$ cat config.mk
export PLATFORM = sky130hd
export DESIGN_NAME = kms_scanner
export DESIGN_NICKNAME = d
export VERILOG_FILES = /design/src/hw/kms_pkg.sv /design/src/hw/kms_key_position_encode.sv /design/src/hw/kms_scanner.sv
export SDC_FILE = /design/constraint.sdc
export NUM_CORES = 1
export LEC_CHECK = 0
export BUFFER_PORTS_ARGS = -buffer_cell sky130_fd_sc_hd__buf_4
export CORE_MARGIN = 4
export CORE_UTILIZATION = 31
export DETAILED_ROUTE_END_ITERATION = 7
export PLACE_DENSITY = 0.51
export RECOVER_POWER = 50
export SYNTH_ARGS = -nofsm -noshare
export SYNTH_HDL_FRONTEND = slang
export SYNTH_SLANG_ARGS = --single-unit
$ cat constraint.sdc
create_clock -name ref_clk -period 2.8 [get_ports ref_clk]
set_input_delay 0.42 -clock ref_clk [delete_from_list [all_inputs] [get_ports ref_clk]]
set_output_delay 0.42 -clock ref_clk [all_outputs]
set_load 0.02 [all_outputs]
$ cat src/hw/kms_pkg.sv
// Purpose: shared constants and types of the key matrix scan encoder
// Assumes: one 100 MHz clock, ref_clk
// Notes: timing figures are kept in ns and turned into cycle counts here
package kms_pkg;

    // ----------------------------------------------------------------
    // clock and timing
    // ----------------------------------------------------------------
    localparam int CLK_PERIOD_NS = 10;
    // least time a column is held before its rows are sampled
    localparam int SETTLE_NS = 1000;
    localparam int SETTLE_CYCLES = (SETTLE_NS + CLK_PERIOD_NS - 1) / CLK_PERIOD_NS;
    // successive complete scans with one pattern before a press counts
    localparam int MATCH_SCANS = 4;

    // ----------------------------------------------------------------
    // matrix size and field widths
    // ----------------------------------------------------------------
    localparam int NUM_COLS = 4;
    localparam int NUM_ROWS = 4;
    localparam int COL_IDX_W = 4;
    localparam int KEY_CODE_W = 4;
    localparam int PRECODE_W = 4;

    // ----------------------------------------------------------------
    // key position codes
    // ----------------------------------------------------------------
    localparam logic [KEY_CODE_W-1:0] CODE_NONE = 4'h0;
    localparam logic [KEY_CODE_W-1:0] CODE_MULTI = 4'hF;

    typedef logic [COL_IDX_W-1:0] kms_col_idx_t;
    typedef logic [KEY_CODE_W-1:0] kms_code_t;

    // probe -> scan -> judge -> report, one bit changes per step except judge -> probe, which changes both
    typedef enum logic [1:0] {
        KMS_PROBE = 2'h0,
        KMS_SCAN = 2'h1,
        KMS_JUDGE = 2'h3,
        KMS_REPORT = 2'h2
    } kms_state_t;

    // one accepted key report
    typedef struct packed {
        logic valid;
        kms_col_idx_t col;
        kms_code_t code;
    } kms_report_t;

endpackage

$ cat src/hw/kms_key_position_encode.sv
// Purpose: turns one column reading into a key position code
// Assumes: CODE_W wide enough for W+1 plus an all-ones multi-press code
// Notes: purely combinational; the caller registers the result
`timescale 1ns/100ps
module kms_key_position_encode #(
    parameter int W = 4,
    parameter int CODE_W = $clog2(W + 1) + 1
) (
    input wire logic [W-1:0] workNibble,
    output logic [CODE_W-1:0] keyCode
);

    logic seen;
    logic multi;
    logic [CODE_W-1:0] pos;

    always_comb begin
        seen = 1'b0;
        multi = 1'b0;
        pos = '0;
        for (int i = 0; i < W; i++) begin
            if (workNibble[i]) begin
                multi = multi | seen;
                seen = 1'b1;
                pos = CODE_W'(i + 1);
            end
        end
        if (!seen) begin
            keyCode = '0;
        end else if (multi) begin
            keyCode = '1;
        end else begin
            keyCode = pos;
        end
    end

endmodule

$ cat src/hw/kms_scanner.sv
// Purpose: scans a key switch matrix, debounces it and reports key codes
// Assumes: rows pulled high outside, a closed key pulls its row to the
//   driven column; columns are open-drain, so tied columns are zero dominant
// Notes: precoded keyboards are served when precodeMode is high
`timescale 1ns/100ps
module kms_scanner #(
    parameter int NUM_COLS = kms_pkg::NUM_COLS,
    parameter int NUM_ROWS = kms_pkg::NUM_ROWS,
    parameter int SETTLE_CYCLES = kms_pkg::SETTLE_CYCLES,
    parameter int MATCH_SCANS = kms_pkg::MATCH_SCANS
) (
    input wire logic ref_clk,
    input wire logic rst_n,
    input wire logic [NUM_ROWS-1:0] rowSense_n,
    output logic [NUM_COLS-1:0] colOut,
    output logic [NUM_COLS-1:0] colOe,
    input wire logic precodeMode,
    input wire logic [kms_pkg::PRECODE_W-1:0] precodeData,
    input wire logic keyDownTest,
    output kms_pkg::kms_report_t keyReport
);

    // ----------------------------------------------------------------
    // state
    // ----------------------------------------------------------------
    localparam int COLW = (NUM_COLS > 1) ? $clog2(NUM_COLS) : 1;
    localparam int MAPW = NUM_COLS * NUM_ROWS;
    localparam int SW = $clog2(SETTLE_CYCLES + 1);
    localparam int MW = $clog2(MATCH_SCANS + 1);
    localparam logic [SW-1:0] SETTLE_LAST = SW'(SETTLE_CYCLES - 1);
    localparam logic [COLW-1:0] COL_LAST = COLW'(NUM_COLS - 1);
    localparam logic [MW-1:0] MATCH_NEED = MW'(MATCH_SCANS);

    typedef struct packed {
        kms_pkg::kms_state_t fsm;
        logic [COLW-1:0] col;
        logic [SW-1:0] settle;
        logic [MAPW-1:0] scanMap;
        logic [MAPW-1:0] prevMap;
        logic [MW-1:0] matchCnt;
        logic accepted;
        logic [NUM_ROWS-1:0] rowMeta;
        logic [NUM_ROWS-1:0] rowSync;
        logic kdMeta;
        logic kdSync;
        logic kdPrev;
        logic [kms_pkg::PRECODE_W-1:0] pcMeta;
        logic [kms_pkg::PRECODE_W-1:0] pcSync;
        logic [NUM_COLS-1:0] colOe;
        kms_pkg::kms_report_t rep;
    } kms_state_reg_t;

    kms_state_reg_t s_r;
    kms_state_reg_t s_nxt;

    logic [NUM_ROWS-1:0] workNibble;
    logic [NUM_ROWS-1:0] encIn;
    kms_pkg::kms_code_t encOut;

    function automatic logic [NUM_ROWS-1:0] mapNib(input logic [MAPW-1:0] m,
                                                  input logic [COLW-1:0] c);
        return m[c * NUM_ROWS +: NUM_ROWS];
    endfunction

    // ----------------------------------------------------------------
    // encoder
    // ----------------------------------------------------------------
    // a closed key pulls its row low, so a pressed key reads as one
    assign workNibble = ~s_r.rowSync;
    assign encIn = (s_r.fsm == kms_pkg::KMS_REPORT) ? mapNib(s_r.prevMap, s_r.col)
                                                    : workNibble;

    kms_key_position_encode #(
        .W(NUM_ROWS),
        .CODE_W(kms_pkg::KEY_CODE_W)
    ) u_encode (
        .workNibble(encIn),
        .keyCode(encOut)
    );

    // ----------------------------------------------------------------
    // next state
    // ----------------------------------------------------------------
    always_comb begin
        logic [MW-1:0] cntNew;
        cntNew = '0;
        s_nxt = s_r;
        s_nxt.rowMeta = rowSense_n;
        s_nxt.rowSync = s_r.rowMeta;
        s_nxt.kdMeta = keyDownTest;
        s_nxt.kdSync = s_r.kdMeta;
        s_nxt.kdPrev = s_r.kdSync;
        s_nxt.pcMeta = precodeData;
        s_nxt.pcSync = s_r.pcMeta;
        s_nxt.rep.valid = 1'b0;
        case (s_r.fsm)
            kms_pkg::KMS_PROBE: begin
                if (precodeMode) begin
                    s_nxt.settle = '0;
                    if (s_r.kdSync && !s_r.kdPrev) begin
                        s_nxt.rep.valid = 1'b1;
                        s_nxt.rep.col = '0;
                        s_nxt.rep.code = kms_pkg::kms_code_t'(s_r.pcSync);
                    end
                end else if (s_r.settle == SETTLE_LAST) begin
                    s_nxt.settle = '0;
                    // any row low while all columns are low: worth a scan
                    if (|workNibble) begin
                        s_nxt.fsm = kms_pkg::KMS_SCAN;
                        s_nxt.col = '0;
                    end else begin
                        s_nxt.matchCnt = '0;
                        s_nxt.prevMap = '0;
                        s_nxt.accepted = 1'b0;
                    end
                end else begin
                    s_nxt.settle = s_r.settle + SW'(1);
                end
            end
            kms_pkg::KMS_SCAN: begin
                if (s_r.settle == SETTLE_LAST) begin
                    s_nxt.settle = '0;
                    s_nxt.scanMap[s_r.col * NUM_ROWS +: NUM_ROWS] = workNibble;
                    if (s_r.col == COL_LAST) begin
                        s_nxt.fsm = kms_pkg::KMS_JUDGE;
                    end else begin
                        s_nxt.col = s_r.col + COLW'(1);
                    end
                end else begin
                    s_nxt.settle = s_r.settle + SW'(1);
                end
            end
            kms_pkg::KMS_JUDGE: begin
                s_nxt.col = '0;
                s_nxt.fsm = kms_pkg::KMS_PROBE;
                if (s_r.scanMap == '0) begin
                    s_nxt.matchCnt = '0;
                    s_nxt.prevMap = '0;
                    s_nxt.accepted = 1'b0;
                end else begin
                    // a differing pattern starts the count again
                    if (s_r.scanMap != s_r.prevMap) begin
                        cntNew = MW'(1);
                        s_nxt.accepted = 1'b0;
                    end else if (s_r.matchCnt < MATCH_NEED) begin
                        cntNew = s_r.matchCnt + MW'(1);
                    end else begin
                        cntNew = s_r.matchCnt;
                    end
                    s_nxt.prevMap = s_r.scanMap;
                    s_nxt.matchCnt = cntNew;
                    if (cntNew == MATCH_NEED && !s_nxt.accepted) begin
                        s_nxt.accepted = 1'b1;
                        s_nxt.fsm = kms_pkg::KMS_REPORT;
                    end
                end
            end
            kms_pkg::KMS_REPORT: begin
                if (|encIn) begin
                    s_nxt.rep.valid = 1'b1;
                    s_nxt.rep.col = kms_pkg::kms_col_idx_t'(s_r.col);
                    s_nxt.rep.code = encOut;
                end
                if (s_r.col == COL_LAST) begin
                    s_nxt.fsm = kms_pkg::KMS_PROBE;
                    s_nxt.col = '0;
                end else begin
                    s_nxt.col = s_r.col + COLW'(1);
                end
            end
            default: begin
                s_nxt.fsm = kms_pkg::KMS_PROBE;
                s_nxt.col = '0;
                s_nxt.settle = '0;
            end
        endcase
        // open-drain columns: enable means pulled low, released reads high
        if (s_nxt.fsm == kms_pkg::KMS_SCAN) begin
            s_nxt.colOe = NUM_COLS'(1) << s_nxt.col;
        end else if (s_nxt.fsm == kms_pkg::KMS_PROBE && !precodeMode) begin
            s_nxt.colOe = '1;
        end else begin
            s_nxt.colOe = '0;
        end
    end

    always_ff @(posedge ref_clk or negedge rst_n) begin
        if (!rst_n) begin
            s_r <= '0;
            s_r.colOe <= '1;
        end else begin
            s_r <= s_nxt;
        end
    end

    // ----------------------------------------------------------------
    // outputs
    // ----------------------------------------------------------------
    // only ever drives low, so tied columns give a wired-AND
    assign colOut = '0;
    assign colOe = s_r.colOe;
    assign keyReport = s_r.rep;
endmodule

==> results.md <==
* Status: finished with violations
* Violations in the final reports: max-capacitance violations, max-slew violations
* Worst EP required at 3.07 ns
* Post-Syn Area at 0.003720 mm2
* Max cap viols at 1
* Number of distinct standard cells referenced by the synthesized netlist at 59
* Nets at 357
* First element of the critical path: s_r[75]
* Routability Congestion at 0.7778
* Clock latency on the worst-skew pair at 0.33 ns
* DRC viols at 0
* Clock period minus worst slack at 2.288 ns
* Overall routed net length at 8.231 mm
* Post-cts repair resize count at 0
* Clock-pin slew reported for the worst setup and hold paths after clock tree synthesis at 0.06 ns
* Clock tree sinks at 77
* Post-Route Utilization at 0.3695
* Total clock buffers created by CTS at 9
* Count of input and output buffers at 22
* Worst clock skew at 0.006550 ns
* ANT cells at 0
* Drt pass-1 iters at 4
* Pin slew with the least headroom to its limit at 1.926 ns
* Placement row count at 39
* Total power at 2.651 mW
* I/O pin cnt at 29
* Setup CP Type: flop to flop
* Share of synthesized flip-flops with an asynchronous set or reset at 1.000
* Initial DRC Count at 161
* Final number of setup-violating endpoints at 0
* Highest net fanout along the worst path at 11
* Area post-placement at 0.003919 mm2
* Fraction of final layout cells with drive strength greater than 1 at 0.2082
* Routed vias/inst at 5.186
* Path class of the lowest-slack min-delay path: input pin to flop
* Total Die Area at 0.01382 mm2
* Drt wl/cell at 17.01 um
* Yosys warnings at 0
* HPWL reported at the end of detailed placement at 5.682 mm
* Ys flop type: dfrtp_1
* Worst flop-to-flop path startpoint: s_r[75]
* Core region area at 0.01156 mm2
* Flip-flop and latch count after synthesis at 77
* Initial core utilization at 0.3216
* Master cell of the clock root buffer: clkbuf_16
* Setup repair after global routing missed its margin: no
* Fmax at 437.1 MHz
* Launch point of the worst hold path: rowSense_n[2]
* Worst setup slack for register-to-register paths at 0.51 ns
* Buffer depth of the longest clock path at 2
* Vias in the first global route at 2553
* Floorplan die width at 117.5 um
* Number of post-CTS setup repair buffers at 0
* Max rail drop VDD at 0.2295 mV
* Gr ovfl total at 0
* Post-synth EDFFs at 0
* Max Transition Viols Final at 78
* Vias at 2510
* Aggregate global-route resource usage at 0.1233
* CTS Hold Bufs at 0
* Relative max-transition margin at -0.2839
* Die height at 117.5 um
* CTS tree: built
* Share of synthesized area occupied by flip-flops and latches at 0.5193
* Element type at the critical path start: flop
* Total Neg Setup Slack at 0 ns
* Final-layout fill cell count at 1100
* Ratio of total power to cell area at 620.5 mW/mm2
* Kind of capture point of the worst setup path: flop
* Post-Layout Inst Area at 0.004273 mm2
* Endpoints failing hold at 0
* Post-synthesis instance total at 322
* Arrival time at the worst endpoint at 2.56 ns
* Synthesized area per cell at 11.55 um2
* Post-route fraction of the period consumed by the critical path at 0.8171
* Global-route wire length before repair at 13.47 mm
* Pin count of the biggest net entering global routing at 78
* Remaining number of nets flagged by the antenna check after routing at 0
* H-tree levels at 3
* Area growth from synthesis to final layout at 14.87%
* Lkg Pwr at 2.077 nW
* Antenna violations before repair at 0
## final timing paths
| path | to | depth (start not counted) |
|---|---|---|
| setup / recovery | s_r[62] | 6 |
| hold / removal | s_nxt[26] | 1 |
| setup reg to reg | s_r[62] | 6 |
| hold reg to reg | s_r[25] | 0 |
| max in group asynchronous | s_r[61] | 1 |
| min in group asynchronous | s_nxt[27] | 1 |
## flip-flops by register name, summed over array words and instances (netlist names)
register,flops
s_r,56
keyReport,7
s_nxt,10
colOe,4
## metrics by stage
step	std cells	hold WS (ns)	setup slack, ns
2_1_floorplan	327	0.1244	0.8339
3_3_place_gp	468	0.3324	0.5110
3_5_place_dp	468	0.3347	0.4982
4_1_cts	484	0.1705	0.4912
5_1_grt	484	0.1931	0.3038
6_report	484	0.2102	0.5122
## logic make-up after synthesis
kind of cell / Yosys count / synth area share
AOI/OAI and AO/OA: 60 / 0.1261
xor gates and xnor gates: 21 / 0.04945
adders and majority gates: 9 / 0.03027
buffers and inverters: 38 / 0.06021
DFF: 77 / 0.5193
muxes: 21 / 0.08106
other: 1 / 0.001008
and+or+nand+nor: 95 / 0.1325
## synthesized netlist by cell type, types with 3 or more instances
cell | count | area share
dfrtp_1 | 73 | 0.49
nor2_1 | 26 | 0.026
nand2_1 | 22 | 0.022
xor2_1 | 20 | 0.047
a22o_1 | 18 | 0.042
buf_4 | 17 | 0.034
mux2_2 | 13 | 0.039
inv_1 | 12 | 0.012
nor3_1 | 10 | 0.013
ha_1 | 9 | 0.030
nor4_1 | 9 | 0.015
a31oi_1 | 7 | 0.012
o21ai_0 | 6 | 0.0081
a21oi_1 | 5 | 0.0067
clkbuf_1 | 5 | 0.0050
a21o_1 | 4 | 0.0081
dfstp_2 | 4 | 0.028
mux4_2 | 3 | 0.018
nand3_1 | 3 | 0.0040
nor2b_1 | 3 | 0.0050
or3_1 | 3 | 0.0050
## per-layer routing
layer	GRT usage	up-vias	routed length [um]
li1	-	1173	-
met1	0.1635	1264	3854
met2	0.1915	61	3782
met3	0.02979	12	444
met4	0.05568	0	149
met5	0	-	0
## placed cells by master, fill, tap and decap left out, types with 2 or more instances in the layout
cell,n
dfstp_2,4
nand2b_1,2
a21o_1,4
mux2i_1,2
buf_4,14
a22o_1,18
mux4_1,2
or3_1,3
nand3_1,3
conb_1,6
nor4_1,9
nor2b_1,3
bufinv_16,3
a31oi_1,7
a21oi_1,5
mux2_2,13
nand2_1,22
a221o_1,2
clkbuf_4,9
xor2_1,20
nor2_1,26
o211ai_1,2
ha_1,9
mux4_2,3
or4_1,2
nor3_1,10
clkbuf_16,9
a41oi_1,2
nand4b_1,2
inv_1,12
dfrtp_1,73
nand4_1,2
a221oi_1,2
o21ai_0,6
## layout make-up
cell class | count | area (um2) | share of cell area
Timing Repair Buffer | 24 | 177.7 | 0.04158
Tap cell | 143 | 178.9 | 0.04187
Sequential cell | 77 | 1932 | 0.4521
Multi-Input combinational cell | 212 | 1583 | 0.3704
Inverter | 12 | 45.04 | 0.01054
Clock buffer | 10 | 239.0 | 0.05593
Clock inverter | 6 | 117.6 | 0.02753
## critical path: stages (launching register included)
cell and delay (ns):
dfrtp_1 0.66, inv_1 0.32, ha_1 0.40, inv_1 0.06, or3_2 0.49, nor3_1 0.18
a21o_1 0.11
## where the power goes
group	switching, mW	internal (mW)	leakage (nW)	total (mW)
logic	0.0696	0.0422	0.911	0.112
clock network	0.470	0.904	0.171	1.37
registers	0.0214	1.14	0.995	1.16
No activity file was read; power rests on OpenSTA's default activity.
